===== src/design/leid_regs.svh =====
// Register offsets, field positions, reset values and timing counts
`ifndef LEID_REGS_SVH
`define LEID_REGS_SVH

// ************************************************************
// Register byte offsets
// ************************************************************
`define LEID_CMD_OFS 8'h00
`define LEID_STAT_OFS 8'h04
`define LEID_CFG_OFS 8'h08
`define LEID_SHIFT_OFS 8'h0C

// ************************************************************
// Field positions
// ************************************************************
`define LEID_CMD_CDS_BIT 8
`define LEID_STAT_BUSY_BIT 7
`define LEID_CFG_FW_BIT 0
`define LEID_CFG_BW_BIT 1
`define LEID_CFG_NW_BIT 2
`define LEID_CFG_EXT_BIT 3
`define LEID_CFG_DH_BIT 4
`define LEID_CFG_DL_BIT 5
`define LEID_CFG_N_BIT 6

// ************************************************************
// Reset values and encodings
// ************************************************************
`define LEID_CW_5 3'h5
`define LEID_CW_6 3'h6
`define LEID_LINES_1 3'h1
`define LEID_LINES_2 3'h2
`define LEID_LINES_4 3'h4
`define LEID_RESP_OKAY 2'h0
`define LEID_RESP_SLVERR 2'h2

// ************************************************************
// Timing
// ************************************************************
`define LEID_CLK_PERIOD_NS 8
`define LEID_EXEC_TIME_NS 39000
`define LEID_CNT_W 16

`endif


===== src/design/leid_pkg.sv =====
// Types shared by the extended instruction decoder
`default_nettype none
`include "leid_regs.svh"

package leid_pkg;

  typedef struct packed {
    logic awrdy;
    logic wrdy;
    logic aw_got;
    logic w_got;
    logic [7:0] waddr;
    logic [31:0] wdata;
    logic [3:0] wstrb;
    logic bvalid;
    logic [1:0] bresp;
    logic arrdy;
    logic rvalid;
    logic [1:0] rresp;
    logic [31:0] rdata;
    logic busy;
    logic [`LEID_CNT_W-1:0] cnt;
    logic ext;
    logic dh;
    logic dl;
    logic nl;
    logic fw;
    logic bw;
    logic nw;
    logic [3:0] sh_en;
    logic [3:0] sc_en;
    logic shp;
    logic shd;
    logic shr;
    logic [7:0] shcnt;
    logic [7:0] last_code;
    logic [2:0] cw;
    logic [2:0] lines;
  } leid_state_s;

endpackage : leid_pkg
`default_nettype wire


===== src/design/leid_decoder.sv =====
// Extended instruction decoder for a character LCD controller, AXI4-Lite slave
// Overview of operation
// RULE1: With the extension bit set, command 00001xxx loads font width, cursor inversion and four-line mode within 39us.
// RULE2: Font width one renders characters 6 dots wide, zero renders them 5 dots wide.
// RULE3: Cursor inversion one shows the cursor by inverting the cell, zero disables that.
// RULE4: Four-line mode one drives four lines, zero uses one or two lines per the line-count bit.
// RULE5: With the extension bit clear, command 0001xxxx shifts the display (bit 3 one) or the cursor (zero), ignoring bits 1..0, in 39us.
// RULE6: For that shift, bit 2 one shifts right and zero shifts left.
// RULE7: Extension set and shift/scroll select one, command 0001xxxx loads per-line shift enables, bit 0 is line 1.
// RULE8: Extension set and shift/scroll select zero, the same code loads per-line dot-scroll enables instead.
// RULE9: While an instruction executes, a busy-flag read returns bit 7 high.
// RULE10: The host polls the busy flag and waits for it low before the next instruction.
// RULE11: After seeing busy low the host allows half an oscillator period before the next instruction.
// RULE12: The function set command writes the extension bit together with data length and line count.
// RULE13: Function set with the extension bit clear writes shift/scroll select, one for shift, zero for scroll.
`timescale 1ns/1ps
`default_nettype none
`include "leid_regs.svh"

module leid_decoder
  import leid_pkg::*;
#(
  parameter int EXEC_CYCLES = `LEID_EXEC_TIME_NS / `LEID_CLK_PERIOD_NS
) (
  input wire logic mclk_i,
  input wire logic reset_i,
  input wire logic [7:0] s_axi_awaddr_i,
  input wire logic s_axi_awvalid_i,
  output logic s_axi_awready_o,
  input wire logic [31:0] s_axi_wdata_i,
  input wire logic [3:0] s_axi_wstrb_i,
  input wire logic s_axi_wvalid_i,
  output logic s_axi_wready_o,
  output logic [1:0] s_axi_bresp_o,
  output logic s_axi_bvalid_o,
  input wire logic s_axi_bready_i,
  input wire logic [7:0] s_axi_araddr_i,
  input wire logic s_axi_arvalid_i,
  output logic s_axi_arready_o,
  output logic [31:0] s_axi_rdata_o,
  output logic [1:0] s_axi_rresp_o,
  output logic s_axi_rvalid_o,
  input wire logic s_axi_rready_i,
  output logic busy_indicator_o,
  output logic font_width_sel_o,
  output logic [2:0] char_width_o,
  output logic cursor_invert_o,
  output logic four_line_mode_o,
  output logic [2:0] display_lines_o,
  output logic [3:0] line_shift_en_o,
  output logic [3:0] line_dot_scroll_en_o,
  output logic shift_pulse_o,
  output logic shift_display_o,
  output logic shift_right_o
);

  // ************************************************************
  // Helpers
  // ************************************************************
  localparam logic [`LEID_CNT_W-1:0] EXEC_CNT = EXEC_CYCLES[`LEID_CNT_W-1:0];

  function automatic logic is_reg(input logic [7:0] a, input logic [7:0] ofs);
    is_reg = (a[7:2] == ofs[7:2]);
  endfunction : is_reg

  function automatic logic [31:0] rd_mux(input leid_state_s st, input logic [7:0] a);
    logic [31:0] d;
    d = 32'h0000_0000;
    if (is_reg(a, `LEID_CMD_OFS)) begin
      d[7:0] = st.last_code;
    end else if (is_reg(a, `LEID_STAT_OFS)) begin
      d[`LEID_STAT_BUSY_BIT] = st.busy; // [RULE9]
    end else if (is_reg(a, `LEID_CFG_OFS)) begin
      d[`LEID_CFG_FW_BIT] = st.fw;
      d[`LEID_CFG_BW_BIT] = st.bw;
      d[`LEID_CFG_NW_BIT] = st.nw;
      d[`LEID_CFG_EXT_BIT] = st.ext;
      d[`LEID_CFG_DH_BIT] = st.dh;
      d[`LEID_CFG_DL_BIT] = st.dl;
      d[`LEID_CFG_N_BIT] = st.nl;
      d[11:8] = st.sh_en;
      d[15:12] = st.sc_en;
    end else if (is_reg(a, `LEID_SHIFT_OFS)) begin
      d[0] = st.shd;
      d[1] = st.shr;
      d[15:8] = st.shcnt;
    end
    rd_mux = d;
  endfunction : rd_mux

  function automatic logic mapped(input logic [7:0] a);
    mapped = is_reg(a, `LEID_CMD_OFS) || is_reg(a, `LEID_STAT_OFS) ||
             is_reg(a, `LEID_CFG_OFS) || is_reg(a, `LEID_SHIFT_OFS);
  endfunction : mapped

  // ************************************************************
  // State
  // ************************************************************
  leid_state_s s_ff;
  leid_state_s nxt_s;
  logic wr_go;
  logic cmd_go;
  logic [7:0] code;

  assign wr_go = s_ff.aw_got && s_ff.w_got;
  assign code = s_ff.wdata[7:0];
  // Data writes and writes while busy are dropped; host must poll first
  assign cmd_go = wr_go && is_reg(s_ff.waddr, `LEID_CMD_OFS) && s_ff.wstrb[0] &&
                  !(s_ff.wstrb[1] && s_ff.wdata[`LEID_CMD_CDS_BIT]) && !s_ff.busy; // [RULE10]

  always_comb begin
    nxt_s = s_ff;
    nxt_s.shp = 1'b0;
    // Write channels taken independently, in either order
    if (s_axi_awvalid_i && s_ff.awrdy) begin
      nxt_s.aw_got = 1'b1;
      nxt_s.waddr = s_axi_awaddr_i;
    end
    if (s_axi_wvalid_i && s_ff.wrdy) begin
      nxt_s.w_got = 1'b1;
      nxt_s.wdata = s_axi_wdata_i;
      nxt_s.wstrb = s_axi_wstrb_i;
    end
    if (s_ff.bvalid && s_axi_bready_i) begin
      nxt_s.bvalid = 1'b0;
    end
    // Execution timer
    if (s_ff.busy) begin
      nxt_s.cnt = s_ff.cnt - 1'b1;
      if (s_ff.cnt == 1) begin
        nxt_s.busy = 1'b0;
      end
    end
    if (wr_go) begin
      nxt_s.aw_got = 1'b0;
      nxt_s.w_got = 1'b0;
      nxt_s.bvalid = 1'b1;
      nxt_s.bresp = mapped(s_ff.waddr) ? `LEID_RESP_OKAY : `LEID_RESP_SLVERR;
    end
    if (cmd_go) begin
      nxt_s.last_code = code;
      nxt_s.busy = 1'b1; // [RULE9]
      nxt_s.cnt = EXEC_CNT; // [RULE1] [RULE5]
      if (code[7:5] == 3'h1) begin
        nxt_s.dl = code[4]; // [RULE12]
        nxt_s.nl = code[3];
        nxt_s.ext = code[2];
        if (!code[2]) begin
          nxt_s.dh = code[1]; // [RULE13]
        end
      end else if (s_ff.ext && code[7:3] == 5'h01) begin
        nxt_s.fw = code[2]; // [RULE1]
        nxt_s.bw = code[1];
        nxt_s.nw = code[0];
      end else if (code[7:4] == 4'h1) begin
        if (!s_ff.ext) begin
          nxt_s.shp = 1'b1; // [RULE5]
          nxt_s.shd = code[3];
          nxt_s.shr = code[2]; // [RULE6]
          nxt_s.shcnt = s_ff.shcnt + 8'h01;
        end else if (s_ff.dh) begin
          nxt_s.sh_en = code[3:0]; // [RULE7]
        end else begin
          nxt_s.sc_en = code[3:0]; // [RULE8]
        end
      end
    end
    // Read channel
    if (s_ff.rvalid && s_axi_rready_i) begin
      nxt_s.rvalid = 1'b0;
    end
    if (s_axi_arvalid_i && s_ff.arrdy) begin
      nxt_s.rvalid = 1'b1;
      nxt_s.rdata = rd_mux(s_ff, s_axi_araddr_i);
      nxt_s.rresp = mapped(s_axi_araddr_i) ? `LEID_RESP_OKAY : `LEID_RESP_SLVERR;
    end
    nxt_s.awrdy = !nxt_s.aw_got && !nxt_s.bvalid;
    nxt_s.wrdy = !nxt_s.w_got && !nxt_s.bvalid;
    nxt_s.arrdy = !nxt_s.rvalid;
    // Derived display settings, kept in flops so outputs are clean
    nxt_s.cw = nxt_s.fw ? `LEID_CW_6 : `LEID_CW_5; // [RULE2]
    nxt_s.lines = nxt_s.nw ? `LEID_LINES_4 : // [RULE4]
                  (nxt_s.nl ? `LEID_LINES_2 : `LEID_LINES_1);
  end

  always_ff @(posedge mclk_i) begin
    if (reset_i) begin
      s_ff <= '0;
      s_ff.cw <= `LEID_CW_5;
      s_ff.lines <= `LEID_LINES_1;
    end else begin
      s_ff <= nxt_s;
    end
  end

  // ************************************************************
  // Outputs
  // ************************************************************
  assign s_axi_awready_o = s_ff.awrdy;
  assign s_axi_wready_o = s_ff.wrdy;
  assign s_axi_bresp_o = s_ff.bresp;
  assign s_axi_bvalid_o = s_ff.bvalid;
  assign s_axi_arready_o = s_ff.arrdy;
  assign s_axi_rdata_o = s_ff.rdata;
  assign s_axi_rresp_o = s_ff.rresp;
  assign s_axi_rvalid_o = s_ff.rvalid;
  assign busy_indicator_o = s_ff.busy;
  assign font_width_sel_o = s_ff.fw;
  assign char_width_o = s_ff.cw;
  assign cursor_invert_o = s_ff.bw; // [RULE3]
  assign four_line_mode_o = s_ff.nw;
  assign display_lines_o = s_ff.lines;
  assign line_shift_en_o = s_ff.sh_en;
  assign line_dot_scroll_en_o = s_ff.sc_en;
  assign shift_pulse_o = s_ff.shp;
  assign shift_display_o = s_ff.shd;
  assign shift_right_o = s_ff.shr;
endmodule : leid_decoder
`default_nettype wire


===== config.mk =====
export PLATFORM = sky130hd
export DESIGN_NAME = leid_decoder
export DESIGN_NICKNAME = d
export VERILOG_FILES = /design/src/design/leid_pkg.sv /design/src/design/leid_decoder.sv
export VERILOG_INCLUDE_DIRS = /design/src /design/src/design
export SDC_FILE = /design/constraint.sdc
export NUM_CORES = 1
export LEC_CHECK = 0
export BUFFER_PORTS_ARGS = -buffer_cell sky130_fd_sc_hd__buf_2
export CAP_MARGIN = 15
export CORE_MARGIN = 3
export CORE_UTILIZATION = 44
export CTS_BUF_LIST = sky130_fd_sc_hd__clkbuf_4 sky130_fd_sc_hd__clkbuf_8
export CTS_CLUSTER_SIZE = 28
export DETAILED_ROUTE_END_ITERATION = 16
export PLACE_DENSITY_LB_ADDON = 0.2
export SKIP_CTS_REPAIR_TIMING = 1
export SLEW_MARGIN = 20
export SYNTH_ARGS = -nofsm -noshare
export SYNTH_HDL_FRONTEND = slang
export SYNTH_SLANG_ARGS = --single-unit
export TNS_END_PERCENT = 100

===== constraint.sdc =====
create_clock -name mclk_i -period 3.4 [get_ports mclk_i]
set_clock_uncertainty 0.15 [all_clocks]
set_input_delay 0.17 -clock mclk_i [delete_from_list [all_inputs] [get_ports mclk_i]]
set_output_delay 0.17 -clock mclk_i [all_outputs]
set_load 0.005 [all_outputs]

==> run_results.csv, run 1 <==
group,metric,value,unit
layout,drive_gt1_share,20.5,%
sta,worst_pin_slew,822,ps
sta,max-slew-margin-rel,44.7,%
power_and_ir_drop,finalPower,2110,uW
sta,post-route-period-util,71.3,%
floorplan,core_region_area,0.00942,mm2
power_and_ir_drop,ir_worst_vdd,218,uV
layout,nNetsFinal,598,
sta,hold_viol,3,
global_route,grt_max_degree,46,
placement,port_buffers,72,
cts,cts-root-to-sink-buffers,2,
cts,cts_buffers,9,
setup_path,setup.worst_path.class,"reg -> reg",
synthesis,synth_area,0.00433,mm2
sta,grt_setup_unrepaired,"no",
job,drv_cap,0,
synthesis,ys_seq_area_share,44.4,%
cts,clkTransAtPathRegs,90,ps
worst_hold_path,hold_start,"s_axi_awvalid_i",
routing,drt_iter0_drc,145,
global_route,grt_pass1_wl,14.7,mm
floorplan,die-area,0.0111,mm2
setup_path,cp_data_arrival_time,2530,ps
cts,cts_tree,"built",
power_and_ir_drop,power_density,433,mW/mm2
floorplan,initial_core_util,45.9,%
routing,drc_errors,0,
synthesis,synth_area_leaders,"dfxtp_1 44%, buf_4 8.7%, nor2_1 5.2%, nand2_1 5.1%, mux2i_1 5.1%",
power_and_ir_drop,p_sw_share,23.0,%
routing,antenna_left,0,
cts,clock_sinks,96,
placement,gp_congestion,0.817,
global_route,track_usage,16.0,%
floorplan,die_h,105,um
synthesis,yosysTopAreaCell,"dfxtp_1",
power_and_ir_drop,p_seq_share,55.0,%
routing,wire_per_inst,13.5,um
outcome,status,"finished with violations",
cts,htreeDepth,3,
setup_path,crit_path_end_kind,"flop",
power_and_ir_drop,clkPwrFrac,38.7,%
setup_path,cp.required,3510,ps
floorplan,ios,121,
synthesis,yosysWarningCount,0,
cts,clk_latency,350,ps
global_route,grt-ovfl-total,0,
setup_path,r2r-end,"s_ff[52]$_SDFFE_PP0P_",
layout,final_cells,670,
routing,dr.pass1.iters,5,
power_and_ir_drop,p_leak,0.00190,uW
floorplan,fp.dieW,105,um
outcome,violations,"hold timing",
power_and_ir_drop,power_frac_comb,6.2,%
worst_hold_path,hold_path_class,"in -> reg",
routing,routed_wl,9.01,mm
cts,root_buffer,"clkbuf_8",
layout,n_fill_cell,884,
setup_path,rr_worst_depth,5,
layout,mostFrequentLayoutCells,"96 x dfxtp_1, 72 x buf_2, 60 x nor2_1",
power_and_ir_drop,p_sw,485,uW
synthesis,synth.distinct_cells,44,
placement,placed_cells,634,
layout,final_common_cell,"dfxtp_1",
synthesis,ys_ff_latch,96,
placement,hpwl,6.40,mm
global_route,antenna_found_initial,0,
global_route,grt_pass1_vias,3080,
layout,diodes,0,
synthesis,yosysTopAreaCellShare,44.4,%
sta,setup_viol,0,
sta,drv_slew,0,
sta,setup_tns,0,ps
sta,post-route-min-period,2420,ps
synthesis,synthCells,489,
layout,area_growth,12.7,%
worst_hold_path,hold_depth,3,
synthesis,avgSynthCellArea,8.85,um2
placement,placed_area,0.00445,mm2
worst_hold_path,min_to,"s_ff[135]$_SDFFE_PP0P_",
floorplan,rows,35,
layout,stdcell_area,0.00488,mm2
setup_path,startpoint_type,"flop",
setup_path,cp_max_fo,18,
routing,vias_per_cell,4.91,
routing,vias,3290,
setup_path,r2r_slack,980,ps
sta,holdWs,-4.52,ps
setup_path,r2r-start,"s_ff[137]$_SDFFE_PP0P_",
power_and_ir_drop,internal_power,1630,uW
sta,fmax,0.413,GHz
[worst max-delay path by stage]
stage	from	end	slack [ps]	cells after the start
3_3_place_gp	s_ff[137]$_SDFFE_PP0P_	s_ff[52]$_SDFFE_PP0P_	1010	5
5_1_grt	s_ff[137]$_SDFFE_PP0P_	s_ff[52]$_SDFFE_PP0P_	670	5
3_5_place_dp	s_ff[137]$_SDFFE_PP0P_	s_ff[52]$_SDFFE_PP0P_	970	5
6_report	s_ff[137]$_SDFFE_PP0P_	s_ff[52]$_SDFFE_PP0P_	980	5
4_1_cts	s_ff[137]$_SDFFE_PP0P_	s_ff[52]$_SDFFE_PP0P_	950	5
2_1_floorplan	s_ff[137]$_SDFFE_PP0P_	display_lines_o[0]$_SDFF_PP1_	1420	5
[kinds of logic after synthesis]
group / after synthesis / synth area share [%]
simple gates: 196 / 23.5
buf+inv: 80 / 11.4
mux: 32 / 7.69
xor+xnor: 17 / 3.44
fa+ha+maj: 3 / 0.868
other cells: 2 / 0.174
flops: 96 / 44.4
compound gates: 63 / 8.50
[per-layer routing]
layer  vias to the layer above  wire length, um  GRT usage, %
met1                      1522             4240          21.6
met2                        67             4350          25.9
met3                        10              282          2.66
met4                         0              146          5.72
li1                       1691                -             -
met5                         -                0             0
[registers in the layout (all words and copies together), names as in the netlist, 2 cells and up]
name                  flops
code                      8
display_lines_o           2
line_dot_scroll_en_o      4
line_shift_en_o           4
s_axi_rdata_o            16
s_ff                     47
[cells in the mapped netlist]
cell       n
nor4_4     3
buf_2      3
a21oi_1   39
nand3_1   15
nor4b_1    2
a21boi_0   1
ha_1       3
or4_1      1
nand4b_1   1
nand4_1    4
a311oi_1   1
nand2_1   59
and2_1     2
nand3b_1   2
or3_1      1
nor4_2     1
nor2_1    60
nand2b_1   2
buf_4     50
or2_2      2
mux2_2    10
or2_1      1
nor3_1    18
a211oi_1   5
o21ai_0    5
xnor2_1   12
and3_1     2
a221oi_1   1
nor2b_1    5
nand4b_4   1
nor4_1     7
or4bb_1    1
clkbuf_1  22
dfxtp_1   96
nor3b_2    1
nor3b_1    3
a22oi_1    8
nor4b_4    2
xor2_1     5
mux2i_1   22
inv_1      5
o21ba_2    1
a21o_1     2
conb_1     2
[stage by stage]
stage | util (%) | setup slack (ps) | hold WS [ps]
global route | 51.8 | 674 | -5.94
detailed placement | 47.3 | 966 | 273
CTS | 49.7 | 952 | -104
floorplan | - | 1420 | 156
finish | 51.8 | 976 | -4.52
global placement | 47.3 | 1010 | 264
[critical path, cell delays in order, from the launching register on]
cell      delay [ps]
dfxtp_1          350
nor4_4           350
nand4b_4         380
nor2_1           750
a211oi_1          90
a311oi_1         260
[power by group through the flow]
stage	registers, uW	clock network (uW)	logic [uW]
finish	1160	818	131
detailed placement	1190	0	113
CTS	1160	840	114
global route	1170	878	147
global placement	1190	0	111
floorplan	1180	0	95.1
[layout make-up]
type,instances,area (um2),area share [%]
Timing Repair Buffer,94,576,11.8
Inverter,5,18.8,0.385
Sequential cell,96,1920,39.4
Clock inverter,6,91.3,1.87
Tap cell,129,161,3.31
Multi-Input combinational cell,330,1980,40.5
Clock buffer,10,131,2.69
Power figures use the tool's default switching activity.
==> inputs of run 2 (changes only) <==
clock period = 2 ns   (was 3.4 ns; I/O delays follow)
==> run_results.csv, run 2 (synthesis gave the netlist of run 1 again) <==
group,metric,value,unit
sta,fmax,0.478,GHz
routing,wire_per_inst,13.7,um
setup_path,crit_chain,"nor3b_2 > buf_4 > nand4b_4 > nor4b_4 > buf_4 > mux2i_2 > or2_1",
layout,largest_reg_flops,47,
setup_path,crit_slowest_cell,"nor4b_4",
cts,clock_sinks,96,
power_and_ir_drop,finalPower,3410,uW
setup_path,setup.worst_path.class,"reg -> reg",
sta,holdWs,9.36,ps
power_and_ir_drop,power_density,665,mW/mm2
cts,cts_tree,"built",
sta,max-slew-margin-rel,51.2,%
layout,area_growth,18.5,%
setup_path,cp_data_arrival_time,2200,ps
setup_path,cp.required,2110,ps
routing,dr.pass1.iters,4,
placement,gp_congestion,0.813,
power_and_ir_drop,p_leak,0.00202,uW
cts,clkTransAtPathRegs,100,ps
sta,hold_viol,0,
placement,hpwl,6.59,mm
setup_path,slowest_delay,390,ps
sta,post-route-period-util,105,%
placement,dp_slack,-95.3,ps
floorplan,die_h,105,um
sta,grt_setup_unrepaired,"yes",
routing,routed_wl,9.57,mm
layout,diodes,0,
floorplan,fp.dieW,105,um
floorplan,core_region_area,0.00942,mm2
cts,cts_buffers,9,
power_and_ir_drop,ir_worst_vdd,311,uV
layout,final_common_cell,"dfxtp_1",
layout,final_util,54.4,%
global_route,antenna_found_initial,0,
global_route,grt_pass1_vias,3052,
routing,drt_iter0_drc,136,
routing,drc_errors,0,
setup_path,r2r_slack,-90,ps
cts,cts-root-to-sink-buffers,2,
sta,postLayoutSetupSlackWorst,-90.5,ps
floorplan,rows,35,
layout,mostFrequentLayoutCells,"95 x dfxtp_1, 72 x buf_2, 59 x nand2_1, 59 x nor2_1, 39 x a21oi_1",
cts,clk_latency,360,ps
sta,setup_viol,8,
outcome,violations,"setup timing",
sta,drv_slew,0,
routing,vias_per_cell,4.94,
setup_path,cp_max_fo,8,
setup_path,critPathBufInv,2,
global_route,grt-ovfl-total,0,
cts,root_buffer,"clkbuf_8",
layout,drive_gt1_share,25.3,%
global_route,track_usage,16.1,%
floorplan,ios,121,
floorplan,initial_core_util,45.9,%
layout,regMostFlops,"s_ff",
cts,htreeDepth,3,
sta,post-route-min-period,2090,ps
placement,placed_cells,656,
routing,antenna_left,0,
setup_path,crit_path_end_kind,"flop",
job,drv_cap,0,
layout,nNetsFinal,627,
placement,port_buffers,72,
sta,worst_pin_slew,731,ps
floorplan,die-area,0.0111,mm2
outcome,status,"finished with violations",
routing,vias,3451,
setup_path,cp_common_cell,"buf_4",
global_route,grt_max_degree,51,
setup_path,cp_top_family,"simple AND/OR/NAND/NOR gates",
layout,final_cells,699,
setup_path,startpoint_type,"flop",
global_route,grt_pass1_wl,14.6,mm
worst_hold_path,hold_path_class,"in -> reg",
-- run 2: cell count changes in the layout (fill, tap and decap cells not counted), moves of 2 or more --
| cell | previous run | this run |
|---|---|---|
| dlygate4sd3_1 | 20 | 26 |
| mux2i_2 | 0 | 3 |
| bufinv_16 | 2 | 0 |
| buf_4 | 2 | 23 |
| mux2i_1 | 22 | 19 |
-- run 2: routing by layer --
metal	vias to the layer above	track usage, %	share of wire (%)
met4	0	4.97	1.3
li1	1747	-	-
met5	-	0	0
met1	1618	20.8	45
met2	76	27.3	51
met3	10	2.90	3.4
-- run 2: tightest hold or removal path, stage by stage --
cell and delay [ps]:
buf_2 70, nor4_1 30, buf_4 140, nand3_1 70
a21oi_1 60
-- run 2: path summary, 6_finish.rpt --
path,from,end,depth (start not counted)
max,s_ff[96]$_SDFFE_PP0P_,char_width_o[0]$_SDFF_PP1_,7
min,s_axi_araddr_i[4],s_axi_rdata_o[0]$_SDFFE_PP0P_,5
max reg2reg,s_ff[96]$_SDFFE_PP0P_,char_width_o[0]$_SDFF_PP1_,7
min reg2reg,s_ff[11]$_SDFFE_PP0N_,s_ff[11]$_SDFFE_PP0N_,2
-- run 2: metrics by stage --
| step | setup TNS [ps] | instance area, um2 |
|---|---|---|
| 5_1_grt | -1800 | 5130 |
| 3_3_place_gp | -535 | 4630 |
| 2_1_floorplan | 0 | 4390 |
| 3_5_place_dp | -360 | 4630 |
| 4_1_cts | -781 | 4810 |
| 6_report | -398 | 5130 |
-- run 2: final cells by class --
cell class | count | area [um2]
clock buffer | 10 | 131
multi-input combinational | 330 | 2020
timing repair buffer | 123 | 825
inverter | 5 | 18.8
clock inverter | 6 | 51.3
fill | 883 | 4290
tap | 129 | 161
sequential | 96 | 1920
-- run 2: power by group --
part / internal (uW) / switching (uW)
sequential: 1940 / 28.7
combinational: 126 / 142
clock: 482 / 690
total: 2550 / 861
==> inputs of run 3 (changes only) <==
CORE_ASPECT_RATIO = 1.25   (was not set)
SETUP_SLACK_MARGIN = 0.05   (was not set)
==> run_results.csv, run 3 (synthesis gave the netlist of run 1 again) <==
group,metric,value,unit
setup_path,crit_path_end_kind,"flop",
floorplan,die_h,117,um
outcome,status,"finished with violations",
placement,dp_slack,-81.7,ps
cts,clkTransAtPathRegs,80,ps
power_and_ir_drop,power_density,683,mW/mm2
worst_hold_path,hold_path_class,"in -> reg",
layout,final_util,56.8,%
setup_path,cp_max_fo,7,
placement,gp_congestion,0.820,
layout,regMostFlops,"s_ff",
layout,mostFrequentLayoutCells,"95 x dfxtp_1, 72 x buf_2, 59 x nand2_1",
sta,setup_tns,-342,ps
layout,drive_gt1_share,27.0,%
cts,htreeDepth,3,
sta,fmax,0.480,GHz
global_route,grt_max_degree,33,
layout,area_growth,23.0,%
floorplan,fp.dieW,94.7,um
global_route,grt-ovfl-total,0,
cts,cts_tree,"built",
setup_path,cp.required,2100,ps
floorplan,initial_core_util,46.2,%
sta,worst_pin_slew,637,ps
placement,hpwl,6.54,mm
setup_path,crit_chain,"nor4_4 > nand4b_4 > buf_4 > buf_6 > buf_12 > buf_6 > nor3_4 > xnor2_1 > nor2_1",
layout,final_cells,701,
global_route,track_usage,16.4,%
layout,final_common_cell,"dfxtp_1",
sta,post-route-period-util,104,%
routing,routed_wl,9.54,mm
floorplan,die-area,0.0111,mm2
cts,cts_buffers,9,
sta,post-route-min-period,2080,ps
cts,root_buffer,"clkbuf_8",
sta,grt_setup_unrepaired,"yes",
placement,port_buffers,72,
routing,dr.pass1.iters,4,
routing,antenna_left,0,
worst_hold_path,hold_start,"s_axi_araddr_i[4]",
floorplan,ios,121,
cts,cts-root-to-sink-buffers,2,
sta,max-slew-margin-rel,57.4,%
sta,setup_viol,16,
routing,drc_errors,0,
cts,clock_sinks,96,
floorplan,core_region_area,0.00937,mm2
power_and_ir_drop,p_leak,0.00218,uW
setup_path,cp_common_cell,"buf_6",
global_route,grt_pass1_vias,2966,
setup_path,cp_data_arrival_time,2180,ps
layout,nNetsFinal,635,
sta,postLayoutSetupSlackWorst,-83.5,ps
routing,vias_per_cell,4.96,
placement,placed_cells,652,
setup_path,r2r-end,"s_ff[16]$_SDFFE_PP0P_",
routing,drt_iter0_drc,96,
global_route,grt_pass1_wl,14.1,mm
sta,hold_viol,0,
cts,clk_latency,360,ps
layout,largest_reg_flops,47,
outcome,violations,"setup timing",
routing,vias,3477,
setup_path,slowest_delay,350,ps
job,drv_cap,0,
power_and_ir_drop,ir_worst_vdd,454,uV
setup_path,startpoint_type,"flop",
layout,diodes,0,
setup_path,setup.worst_path.class,"reg -> reg",
sta,drv_slew,0,
worst_hold_path,min_to,"s_axi_rdata_o[7]$_SDFFE_PP0P_",
setup_path,r2r_slack,-80,ps
global_route,antenna_found_initial,0,
routing,wire_per_inst,13.6,um
setup_path,rr_worst_depth,9,
setup_path,r2r-start,"s_ff[139]$_SDFFE_PP0P_",
setup_path,crit_slowest_cell,"dfxtp_2",
floorplan,rows,39,
power_and_ir_drop,finalPower,3630,uW
worst_hold_path,hold_depth,5,
==> run 3: cell count changes in the layout (fill, tap and decap cells not counted), sizes merged <==
cell,change
buf,+8
bufinv,+2
clkbuf,+3
clkinv,-2
clkinvlp,-1
inv,-2
==> run 3: worst max-delay path, delay by kind of cell (launching register included) <==
family | cells | cell delay [ps]
and+or+nand+nor | 4 | 770
buffers and inverters | 4 | 560
DFF | 1 | 350
xor gates and xnor gates | 1 | 140
==> run 3: worst max-delay path by stage <==
| stage | startpoint | end | slack [ps] | cells past startpoint |
|---|---|---|---|---|
| after floorplan | s_ff[137]$_SDFFE_PP0P_ | s_ff[42]$_SDFFE_PP0P_ | 50 | 7 |
| after global placement | s_ff[137]$_SDFFE_PP0P_ | s_ff[21]$_SDFFE_PP0P_ | -40 | 7 |
| after detailed placement | s_ff[137]$_SDFFE_PP0P_ | s_ff[21]$_SDFFE_PP0P_ | -80 | 7 |
| after CTS | s_ff[137]$_SDFFE_PP0P_ | s_ff[21]$_SDFFE_PP0P_ | -100 | 7 |
| after global routing | s_ff[139]$_SDFFE_PP0P_ | s_ff[16]$_SDFFE_PP0P_ | -170 | 9 |
| final | s_ff[139]$_SDFFE_PP0P_ | s_ff[16]$_SDFFE_PP0P_ | -80 | 9 |
==> run 3: final cells by class <==
cell class	count	area (um2)
Clock inverter	3	65.1
Fill cell	888	4050
Timing Repair Buffer	131	912
Multi-Input combinational cell	330	2090
Clock buffer	13	160
Sequential cell	96	1920
Tap cell	123	154
Inverter	5	18.8
==> run 3: where the power goes <==
group | switching [uW] | leakage (uW) | internal, uW
registers | 28.5 | 0.000777 | 1940
clock network | 622 | 0.000118 | 779
logic | 140 | 0.00129 | 125
==> run 3: metrics by stage <==
step	cell area (um2)	hold slack, ps
after global routing	5320	22.0
after CTS	4880	-199
after global placement	4650	195
after detailed placement	4650	198
final	5320	14.1
after floorplan	4390	86.0
==> run 3: metal layers <==
layer  vias up  global-route usage, %  share of wire (%)
li1       1756                      -                  -
met1      1622                   20.0                 42
met2        80                   27.4                 52
met3        19                   3.84                4.4
met4         0                   7.70                2.1
met5         -                      0                  0
